--- config.mk ---
export PLATFORM = sky130hd
export DESIGN_NAME = pbc_basic_ctrl
export DESIGN_NICKNAME = d
export VERILOG_FILES = /design/src/hdl/pbc_pkg.sv /design/src/hdl/pbc_basic_ctrl.sv
export SDC_FILE = /design/constraint.sdc
export NUM_CORES = 1
export LEC_CHECK = 0
export BUFFER_PORTS_ARGS = -buffer_cell sky130_fd_sc_hd__buf_2
export CAP_MARGIN = 20
export CORE_UTILIZATION = 25
export CTS_BUF_LIST = sky130_fd_sc_hd__clkbuf_8
export CTS_CLUSTER_DIAMETER = 30
export CTS_CLUSTER_SIZE = 10
export DETAILED_ROUTE_END_ITERATION = 16
export GPL_TIMING_DRIVEN = 0
export PLACE_DENSITY_LB_ADDON = 0.12
export SETUP_SLACK_MARGIN = 0.3
export SYNTH_ARGS = -nofsm -noshare
export SYNTH_HDL_FRONTEND = slang
export SYNTH_SLANG_ARGS = --single-unit
export TNS_END_PERCENT = 5
--- constraint.sdc ---
create_clock -name clk_sys -period 1.5 [get_ports clk_sys]
set_input_delay 0.3 -clock clk_sys [delete_from_list [all_inputs] [get_ports clk_sys]]
set_output_delay 0.3 -clock clk_sys [all_outputs]
set_load 0.02 [all_outputs]
--- src/hdl/pbc_pkg.sv ---
/*
  Constants and carrier types for the transceiver basic control register.
  Assumes a single 125 MHz system clock and a plain register port.
*/
package pbc_pkg;

  // ==========================================================================
  // Register map
  localparam logic [4:0]  PBC_ADDR_CTRL   = 5'h00;
  localparam int          PBC_ADDR_W      = 5;
  localparam int          PBC_DATA_W      = 16;

  // ==========================================================================
  // Field positions
  localparam int          PBC_BIT_RST     = 15;
  localparam int          PBC_BIT_LOOP    = 14;
  localparam int          PBC_BIT_RATE    = 13;
  localparam int          PBC_BIT_ANEN    = 12;
  localparam int          PBC_BIT_PDOWN   = 11;
  localparam int          PBC_BIT_ISO     = 10;
  localparam int          PBC_BIT_ANRST   = 9;
  localparam int          PBC_BIT_DUPLEX  = 8;
  localparam int          PBC_BIT_COLTST  = 7;

  // ==========================================================================
  // Reset values and timing
  localparam logic [15:0] PBC_RD_UNMAPPED = 16'h0000;
  localparam logic        PBC_RST_ZERO    = 1'b0;
  localparam logic [3:0]  PBC_CHIP_RST_CYC = 4'h8;

  // Control bits as seen by the rest of the transceiver
  typedef struct packed {
    logic loopback;
    logic rate_100;
    logic autoneg_en;
    logic power_down;
    logic mac_detach;
    logic duplex_full;
    logic clash_test;
  } pbc_ctrl_type;

  // Latched strap levels
  typedef struct packed {
    logic rate;
    logic autoneg;
    logic detach;
    logic full_half;
  } pbc_strap_type;

endpackage : pbc_pkg
--- src/hdl/pbc_basic_ctrl.sv ---
/*
  Basic control register of a 10/100 transceiver: soft reset, loopback,
  rate, duplex, auto-negotiation, power-down, isolate and clash test.
  Assumes strap pins are asynchronous levels and a one-clock register port.
*/
`timescale 1ns/100ps
`default_nettype none

// Functional notes
// - Writing one to bit 15 starts a soft reset and the bit clears itself, reading zero.
// - Bit 13 forces 100 Mbps when one, 10 Mbps when zero, ignored with auto-negotiation on.
// - After reset the rate bit takes the latched rate strap level.
// - Bit 12 enables auto-negotiation, whose result overrides the rate and duplex bits.
// - After reset the auto-negotiation enable takes the latched autoneg strap level.
// - Bit 11 selects power-down when set, normal when clear, and resets to zero.
// - Leaving power-down by soft reset takes two writes: first clears power-down, second resets.
// - Bit 10 set detaches the transceiver from the MAC interface.
// - After reset the isolate bit takes the latched detach strap level.
// - Writing one to bit 9 together with bit 12 restarts auto-negotiation and the bit clears itself.
// - Bit 8 selects full duplex, resetting to the inverse of the duplex strap level.
module pbc_basic_ctrl
  import pbc_pkg::*;
(
  input  wire logic                  clk_sys,
  input  wire logic                  sys_rst,
  input  wire logic [PBC_ADDR_W-1:0] reg_addr,
  input  wire logic [PBC_DATA_W-1:0] reg_wdata,
  input  wire logic                  reg_wr,
  input  wire logic                  reg_rd,
  output var  logic [PBC_DATA_W-1:0] reg_rdata,
  input  wire logic                  rate_select_strap,
  input  wire logic                  autoneg_strap,
  input  wire logic                  mac_detach_strap,
  input  wire logic                  full_half_strap,
  input  wire logic                  an_result_100,
  input  wire logic                  an_result_full,
  output var  logic                  chip_reset,
  output var  logic                  an_restart,
  output var  logic                  loopback_en,
  output var  logic                  power_down,
  output var  logic                  mac_detach,
  output var  logic                  clash_test_en,
  output var  logic                  link_rate_100,
  output var  logic                  link_full_duplex
);

  // ==========================================================================
  // Strap synchronisers
  pbc_strap_type strap_meta_reg;
  pbc_strap_type strap_sync_reg;

  // Straps come from pins; two flops before any use
  always_ff @(posedge clk_sys or posedge sys_rst) begin
    if (sys_rst) begin
      strap_meta_reg <= '0;
      strap_sync_reg <= '0;
    end else begin
      strap_meta_reg <= {rate_select_strap, autoneg_strap, mac_detach_strap, full_half_strap};
      strap_sync_reg <= strap_meta_reg;
    end
  end

  // ==========================================================================
  // Chip reset sequencing
  typedef enum logic [2:0] {
    PBC_ST_RESET = 3'b001,
    PBC_ST_LATCH = 3'b010,
    PBC_ST_RUN   = 3'b100
  } pbc_state_type;

  pbc_state_type state_reg;
  pbc_state_type state_next;
  logic [3:0]    rst_cnt_reg;
  logic          wr_ctrl;
  logic          soft_rst_req;
  logic          wake_req;
  pbc_ctrl_type  ctrl_reg;

  assign wr_ctrl      = reg_wr && (reg_addr == PBC_ADDR_CTRL) && (state_reg == PBC_ST_RUN);
  // first reset write while powered down only wakes
  // Stored bit, not the output flop, so a write right after power-down sees it
  assign soft_rst_req = wr_ctrl && reg_wdata[PBC_BIT_RST] && !ctrl_reg.power_down;
  // reset write while powered down clears power-down and no other control bit
  assign wake_req     = wr_ctrl && reg_wdata[PBC_BIT_RST] && ctrl_reg.power_down;

  // Sequencer: reset hold, strap latch, run
  always_comb begin
    state_next = state_reg;
    case (state_reg)
      PBC_ST_RESET: begin
        if (rst_cnt_reg == 4'h0) begin
          state_next = PBC_ST_LATCH;
        end
      end
      PBC_ST_LATCH: begin
        state_next = PBC_ST_RUN;
      end
      PBC_ST_RUN: begin
        if (soft_rst_req) begin
          state_next = PBC_ST_RESET;
        end
      end
      default: begin
        state_next = PBC_ST_RESET;
      end
    endcase
  end

  // Hold state long enough for the strap synchronisers to fill
  always_ff @(posedge clk_sys or posedge sys_rst) begin
    if (sys_rst) begin
      state_reg   <= PBC_ST_RESET;
      rst_cnt_reg <= PBC_CHIP_RST_CYC;
    end else begin
      state_reg <= state_next;
      if (state_next == PBC_ST_RESET && state_reg != PBC_ST_RESET) begin
        rst_cnt_reg <= PBC_CHIP_RST_CYC;
      end else if (rst_cnt_reg != 4'h0) begin
        rst_cnt_reg <= rst_cnt_reg - 4'h1;
      end
    end
  end

  // Chip reset out, high throughout the reset state
  always_ff @(posedge clk_sys or posedge sys_rst) begin
    if (sys_rst) begin
      chip_reset <= 1'b1;
    end else begin
      chip_reset <= (state_next == PBC_ST_RESET);
    end
  end

  // ==========================================================================
  // Control bits
  // Bits a wake-up write must leave alone, watched by the checks below
  logic [5:0]   ctrl_keep;

  assign ctrl_keep = {ctrl_reg.loopback, ctrl_reg.rate_100, ctrl_reg.autoneg_en,
                      ctrl_reg.mac_detach, ctrl_reg.duplex_full, ctrl_reg.clash_test};

  // Register write, cleared in chip reset and loaded from straps after it
  always_ff @(posedge clk_sys or posedge sys_rst) begin
    if (sys_rst) begin
      ctrl_reg <= '0;
    end else if (state_reg == PBC_ST_RESET) begin
      ctrl_reg <= '0;
    end else if (state_reg == PBC_ST_LATCH) begin
      ctrl_reg.rate_100    <= strap_sync_reg.rate;
      ctrl_reg.autoneg_en  <= strap_sync_reg.autoneg;
      ctrl_reg.mac_detach  <= strap_sync_reg.detach;
      ctrl_reg.duplex_full <= ~strap_sync_reg.full_half;
      ctrl_reg.loopback    <= 1'b0;
      ctrl_reg.power_down  <= 1'b0;
      ctrl_reg.clash_test  <= 1'b0;
    end else if (wake_req) begin
      ctrl_reg.power_down  <= 1'b0;
    end else if (wr_ctrl) begin
      ctrl_reg.loopback    <= reg_wdata[PBC_BIT_LOOP];
      ctrl_reg.rate_100    <= reg_wdata[PBC_BIT_RATE];
      ctrl_reg.autoneg_en  <= reg_wdata[PBC_BIT_ANEN];
      // power-down; kept low on a soft reset write so the pin stays quiet
      ctrl_reg.power_down  <= reg_wdata[PBC_BIT_RST] ? 1'b0 : reg_wdata[PBC_BIT_PDOWN];
      ctrl_reg.mac_detach  <= reg_wdata[PBC_BIT_ISO];
      ctrl_reg.duplex_full <= reg_wdata[PBC_BIT_DUPLEX];
      ctrl_reg.clash_test  <= reg_wdata[PBC_BIT_COLTST];
    end
  end

  // ==========================================================================
  // Outputs toward the transceiver core
  always_ff @(posedge clk_sys or posedge sys_rst) begin
    if (sys_rst) begin
      loopback_en      <= 1'b0;
      power_down       <= 1'b0;
      mac_detach       <= 1'b0;
      clash_test_en    <= 1'b0;
      link_rate_100    <= 1'b0;
      link_full_duplex <= 1'b0;
    end else begin
      loopback_en      <= ctrl_reg.loopback;
      power_down       <= ctrl_reg.power_down;
      mac_detach       <= ctrl_reg.mac_detach;
      clash_test_en    <= ctrl_reg.clash_test;
      link_rate_100    <= ctrl_reg.autoneg_en ? an_result_100 : ctrl_reg.rate_100;
      link_full_duplex <= ctrl_reg.autoneg_en ? an_result_full : ctrl_reg.duplex_full;
    end
  end

  always_ff @(posedge clk_sys or posedge sys_rst) begin
    if (sys_rst) begin
      an_restart <= 1'b0;
    end else begin
      an_restart <= wr_ctrl && reg_wdata[PBC_BIT_ANRST] && reg_wdata[PBC_BIT_ANEN];
    end
  end

  // ==========================================================================
  // Read port
  function automatic logic [PBC_DATA_W-1:0] pack_ctrl(input pbc_ctrl_type c);
    logic [PBC_DATA_W-1:0] v;
    v                 = '0;
    v[PBC_BIT_LOOP]   = c.loopback;
    v[PBC_BIT_RATE]   = c.rate_100;
    v[PBC_BIT_ANEN]   = c.autoneg_en;
    v[PBC_BIT_PDOWN]  = c.power_down;
    v[PBC_BIT_ISO]    = c.mac_detach;
    v[PBC_BIT_DUPLEX] = c.duplex_full;
    v[PBC_BIT_COLTST] = c.clash_test;
    return v;
  endfunction : pack_ctrl

  // self-clear and reserved bits read zero
  always_ff @(posedge clk_sys or posedge sys_rst) begin
    if (sys_rst) begin
      reg_rdata <= PBC_RD_UNMAPPED;
    end else if (reg_rd && reg_addr == PBC_ADDR_CTRL) begin
      reg_rdata <= pack_ctrl(ctrl_reg);
    end else begin
      reg_rdata <= PBC_RD_UNMAPPED;
    end
  end
endmodule : pbc_basic_ctrl

`default_nettype wire

[Yosys cells after proc, flatten, opt, wreduce, memory -nomap -nowiden]
Index checks and enable logic that the tools add are counted.
Operators by class
  equality and inequality tests: 6
  $add $sub $neg: 1
  shift-type cells: 0
  multiply operators: 0
  muxes and demuxes: 15
  bitwise operators: 1
  reductions and logical operators: 17
  div/mod/pow operators: 0
  order comparisons: 0
Operators by type and width (count)
  $mux 7: 3
  $mux 15: 1
  $mux 3: 4
  $logic_and 1x1->1: 9
  $pmux 3 s3: 1
  $mux 4: 2
  $reduce_bool 4->1: 2
  $eq 3x1->1 const B: 2
  $ne 3x1->1 const B: 2
  $logic_not 5->1: 1
  $logic_not 4->1: 1
  $mux 1: 4
  $sub 4x1->4 const B: 1
  $eq 3x2->1 const B: 1
  $eq 3x3->1 const B: 1
  $reduce_bool 3->1: 1
  $reduce_and 2->1: 1
  $reduce_bool 2->1: 1
  $logic_not 1->1: 1
  $not 1->1: 1
Word-level totals
  bits in latches: 0
  output and inout bits: 24
  memory bits (read-only): 0
  register bits after elaboration: 46
  input port bits: 31
  memories: 0
  bits in writable memories: 0
  word-level logic and storage cells: 66

[Longest topological paths before layout]
  depth after elaboration: 10
  gate-level depth with buffers: 6
  mapped depth without buffers: 6

[Least setup slack after synthesis]
No wires, ideal clock.
  kind: reg-to-reg
  start point: register rst_cnt_reg[0]
  end point: register chip_reset
  path slack: -0.113 ns
  arrival time: 1.525 ns
  data required time: 1.412 ns
  setup time: 0.088 ns
  cell stages (with the launch flop): 7
  path buffers: 0
  clock period less this slack: 1.613 ns
  cell sequence: dfrtp_1 -> inv_1 -> ha_1 -> or3b_1 -> or2_2 -> a21oi_1 -> a21oi_1
Between the ends
  cells in the longest elaborated chain, start to end: 4
RTL lines
  start: declaration: line pbc_basic_ctrl.sv:73  | logic [3:0] rst_cnt_reg;
  start signal: assignment: line pbc_basic_ctrl.sv:119  | rst_cnt_reg <= rst_cnt_reg - 4'h1;
  $logic_not 4->1: line pbc_basic_ctrl.sv:91  | if (rst_cnt_reg == 4'h0) begin
  $mux 3: line pbc_basic_ctrl.sv:91
  $pmux 3 s3: line pbc_basic_ctrl.sv:89  | case (state_reg)
  $eq 3x1->1: line pbc_basic_ctrl.sv:129  | chip_reset <= (state_next == PBC_ST_RESET);
  end signal: assignment: line pbc_basic_ctrl.sv:129
  end: declaration: line pbc_basic_ctrl.sv:37  | output var logic chip_reset,
Every way passes these cells.
A chain may end at the register's enable or synchronous reset.

[Worst setup path after layout]
  start point: register state_reg[0]
  end point: register ctrl_reg (netlist bit ctrl_keep[4])
Between the ends
  cells in the longest elaborated chain, start to end: 6
  elaborated cells on any way between the ends: 11
  classes of those cells: eq/ne (4); mux (2); reduce/logical (5)
RTL lines
  start: declaration: line pbc_basic_ctrl.sv:71  | pbc_state_type state_reg;
  start signal: assignment: line pbc_basic_ctrl.sv:115  | state_reg <= state_next;
  $eq 3x3->1: line pbc_basic_ctrl.sv:79  | assign wr_ctrl = reg_wr && (reg_addr == PBC_ADDR_CTRL) && (state_reg == PBC_ST_RUN);
  $logic_and 1x1->1: line pbc_basic_ctrl.sv:79
  $logic_and 1x1->1 (2 in series): line pbc_basic_ctrl.sv:84  | assign wake_req = wr_ctrl && reg_wdata[PBC_BIT_RST] && ctrl_reg.power_down;
  $ne 3x1->1 (no source line)
  $reduce_and 2->1 (no source line)
  end: declaration: line pbc_basic_ctrl.sv:77  | pbc_ctrl_type ctrl_reg;
Several ways; a longest one is shown, not always the timed one.

==> results.txt <==
----------------------------------------------------
[Synth]
  Commonest register cell after synthesis ... sky130_fd_sc_hd__dfrtp_1
  Proportion of synthesized chip area in sequential cells ... 60.26%
  Fraction of post-synthesis cell area in the top cell type by area ... 55.15%
  Top-count cell post-synth ... sky130_fd_sc_hd__dfrtp_1
  Ranking of synthesized cells by area ... sky130_fd_sc_hd__dfrtp_1 (55%), sky130_fd_sc_hd__dfstp_2 (5.1%), sky130_fd_sc_hd__mux2_2 (5.1%)
  Post-synth top cells ... sky130_fd_sc_hd__dfrtp_1 (34), sky130_fd_sc_hd__buf_4 (9), sky130_fd_sc_hd__and2_1 (8), sky130_fd_sc_hd__nor2_1 (8)
  Seq cells post-synth ... 37
  Avg Cell Area, Syn ... 12.54 um2
  Mapped Cells ... 123
  Netlist cell types ... 34
  Ys async rst share ... 100.0%
  Library cell with the largest summed area after synthesis ... sky130_fd_sc_hd__dfrtp_1
  Yosys Warn Count ... 0
  Number of synthesized flops with an enable pin ... 0
  Total standard cell area after synthesis ... 0.001543 mm2

[Timing]
  Count of final max-slew check failures ... 0
  Hold violation total from the final report ... 0
  Tightest hold margin ... 0.1104 ns
  Unrepaired setup endpoints after global routing ... yes
  Setup skew after layout ... 0.003238 ns
  Final setup slack of the worst path ... -0.05852 ns
  Relative slew slack ... 49.42%
  Fmax ... 0.6416 GHz
  Final setup violating endpoints ... 4
  Final clock period utilization by the worst path ... 103.9%
  Final worst path period need ... 1.559 ns
  Worst-Margin Slew ... 0.7576 ns

[Run status]
  Violations in the final reports ... setup timing
  Outcome ... finished with violations

[Clocking]
  TritonCTS clock tree ... done
  H-tree depth reported by CTS ... 2
  Clock latency at the later pin of the worst-skew pair ... 0.29 ns
  Cell chosen for the clock root ... sky130_fd_sc_hd__clkbuf_8
  CTS Buf Count ... 5
  Clock-pin slew reported for the worst setup and hold paths after clock tree synthesis ... 0.07 ns
  Clk buf depth ... 2
  Clock sink count ... 37
  Hold-fix buffers, CTS ... 0

[Finish]
  Post-route non-filler standard cell count ... 264
  # nets final ... 220
  Fraction of final layout cells sized beyond drive strength 1 ... 51.32%
  Fin area ... 0.002128 mm2
  Area used by sequential logic in the layout ... 929.6 um2
  Max FFs per register ... 7
  Register with the highest flop count ... reg_rdata
  Antenna diode count ... 0
  Filler cell count ... 613
  Layout Utilization ... 35.95%
  Area growth from synthesis to final layout ... 37.96%
  Combined area of the multi-input logic cells ... 611.8 um2

[Detailed routing]
  Number of vias in the routed layout ... 1071
  Post-Route WL ... 2.932 mm
  Count of nets left with antenna violations after detail routing ... 0
  DRT iter0 DRCs ... 38
  Mean number of vias per cell ... 4.057
  Detailed-router iteration count before antenna repair ... 4
  Post-route DRC violation count ... 0
  Routed len/inst ... 11.11 um

[Floorplan]
  Std cell rows ... 28
  Die Height ... 80.56 um
  Number of placed I/O pins ... 55
  Initial standard-cell utilization of the core ... 26.06%
  Die footprint ... 0.006489 mm2
  Die boundary width ... 80.56 um
  Core box area ... 0.005921 mm2

[Hold path]
  Path type of the worst min-delay path ... in2reg

[Global route]
  All-Layer GR Usage ... 10.24%
  Total congestion overflow ... 0
  Number of antenna violations at the first check in global routing ... 0
  Vias in the first global route ... 1055
  Pin count of the biggest net entering global routing ... 38
  Wire length of the first global-routing pass ... 4.857 mm

[Placement]
  Count of buffers inserted at the top-level ports ... 38
  Placed cell area ... 0.001878 mm2
  # placed instances ... 244
  Global placement routability congestion ... 0.6603
  Hpwl dp ... 2.086 mm

[Flow run]
  # Max-Cap Violations ... 0

[Setup path]
  CP max FO ... 9
  Worst setup path class ... reg2reg
  R2r setup slk ... -0.06 ns
  CP Data Arrival Time ... 1.74 ns
  Crit path capture type ... flip-flop
  Required @ worst endpoint ... 1.68 ns
  Crit path launch type ... flip-flop

[Power]
  Gate power share ... 39.1%
  Net Sw Power ... 1.007 mW
  Power per standard cell area ... 1491 mW/mm2
  Tot Pwr ... 3.174 mW
  Sw frac ... 31.74%
  Proportion of power drawn by the clock network ... 21.3%
  Reported leakage power ... 1.099 nW
  VDD IR-drop max ... 0.6242 mV
  Power share of the sequential group ... 39.6%
  P_int ... 2.167 mW

----------------------------------------------------
## kinds of logic after synthesis
logic type | share of synthesized area (%)
XOR/XNOR | 0.5678
AND/OR/NAND/NOR | 14.76
other | 0.2431
AO/OA/AOI/OAI | 9.571
multiplexers | 6.407
adder cells (fa/ha/maj) | 0.8109
buffers and inverters | 7.380
flip-flops | 60.26
## cell usage in the layout, fill, tap and decap left out, types with 5 or more instances in the layout
| cell type | instances |
|---|---|
| sky130_fd_sc_hd__a22o_1 | 7 |
| sky130_fd_sc_hd__and2_1 | 8 |
| sky130_fd_sc_hd__buf_2 | 37 |
| sky130_fd_sc_hd__buf_4 | 21 |
| sky130_fd_sc_hd__clkbuf_8 | 5 |
| sky130_fd_sc_hd__conb_1 | 9 |
| sky130_fd_sc_hd__dfrtp_1 | 34 |
| sky130_fd_sc_hd__nand2_1 | 6 |
| sky130_fd_sc_hd__nor2_1 | 7 |
## repair_timing
| action | in CTS | in global routing |
|---|---|---|
| resized for setup | 13 | 4 |
| pin swaps | 4 | 3 |
| setup endpoints to repair | 15 | 16 |
| buffers inserted | 8 | 4 |
## routing by layer
metal | vias to the layer above | part of all wire [%] | GRT usage, %
li1 | 529 | - | -
met1 | 507 | 39 | 10.42
met2 | 29 | 53 | 18.39
met3 | 6 | 6.6 | 3.750
met4 | 0 | 2.1 | 4.821
met5 | - | 0 | 0
## power groups by stage
stage | clock, mW | sequential, mW | combinational [mW]
after floorplan | 0 | 1.29 | 0.729
after global placement | 0 | 1.27 | 0.931
after detailed placement | 0 | 1.27 | 0.952
after CTS | 0.709 | 1.26 | 1.16
after global routing | 0.763 | 1.28 | 1.37
final | 0.675 | 1.26 | 1.24
## worst paths after layout
| path | cells past startpoint | endpoint | startpoint |
|---|---|---|---|
| max in group asynchronous | 2 | rst_cnt_reg[2] | sys_rst |
| setup / recovery | 5 | ctrl_keep[4] | state_reg[0] |
| hold / removal | 1 | strap_meta_reg[3] | rate_select_strap |
| setup reg to reg | 5 | ctrl_keep[4] | state_reg[0] |
| min in group asynchronous | 2 | loopback_en | sys_rst |
| hold reg to reg | 0 | strap_sync_reg[0] | strap_meta_reg[0] |
## final cells by class
cell class / instances / area share, %
multi-input cells: 77 / 28.75
clock inverters: 3 / 0.8230
clock buffers: 5 / 3.233
repair buffers: 50 / 13.46
inverters: 5 / 0.8818
well taps: 75 / 4.409
flip-flops and latches: 37 / 43.68
plain buffers: 12 / 4.762
## worst max-delay path, cell delays in order, from the launching register on
cell                       delay, ns
sky130_fd_sc_hd__dfstp_2        0.56
sky130_fd_sc_hd__buf_6          0.13
sky130_fd_sc_hd__nand2b_4       0.15
sky130_fd_sc_hd__a21o_1         0.19
sky130_fd_sc_hd__o21ai_4        0.11
sky130_fd_sc_hd__mux2_4         0.30
## metrics by stage
stage / setup WS, ns / TNS [ns]
6_report: -0.05852 / -0.2276
3_3_place_gp: -0.1477 / -5.815
3_5_place_dp: -0.1583 / -1.479
2_1_floorplan: -0.007726 / -0.03090
4_1_cts: -0.08588 / -0.3335
5_1_grt: -0.1041 / -0.6291
Power figures use the tool's default switching activity.
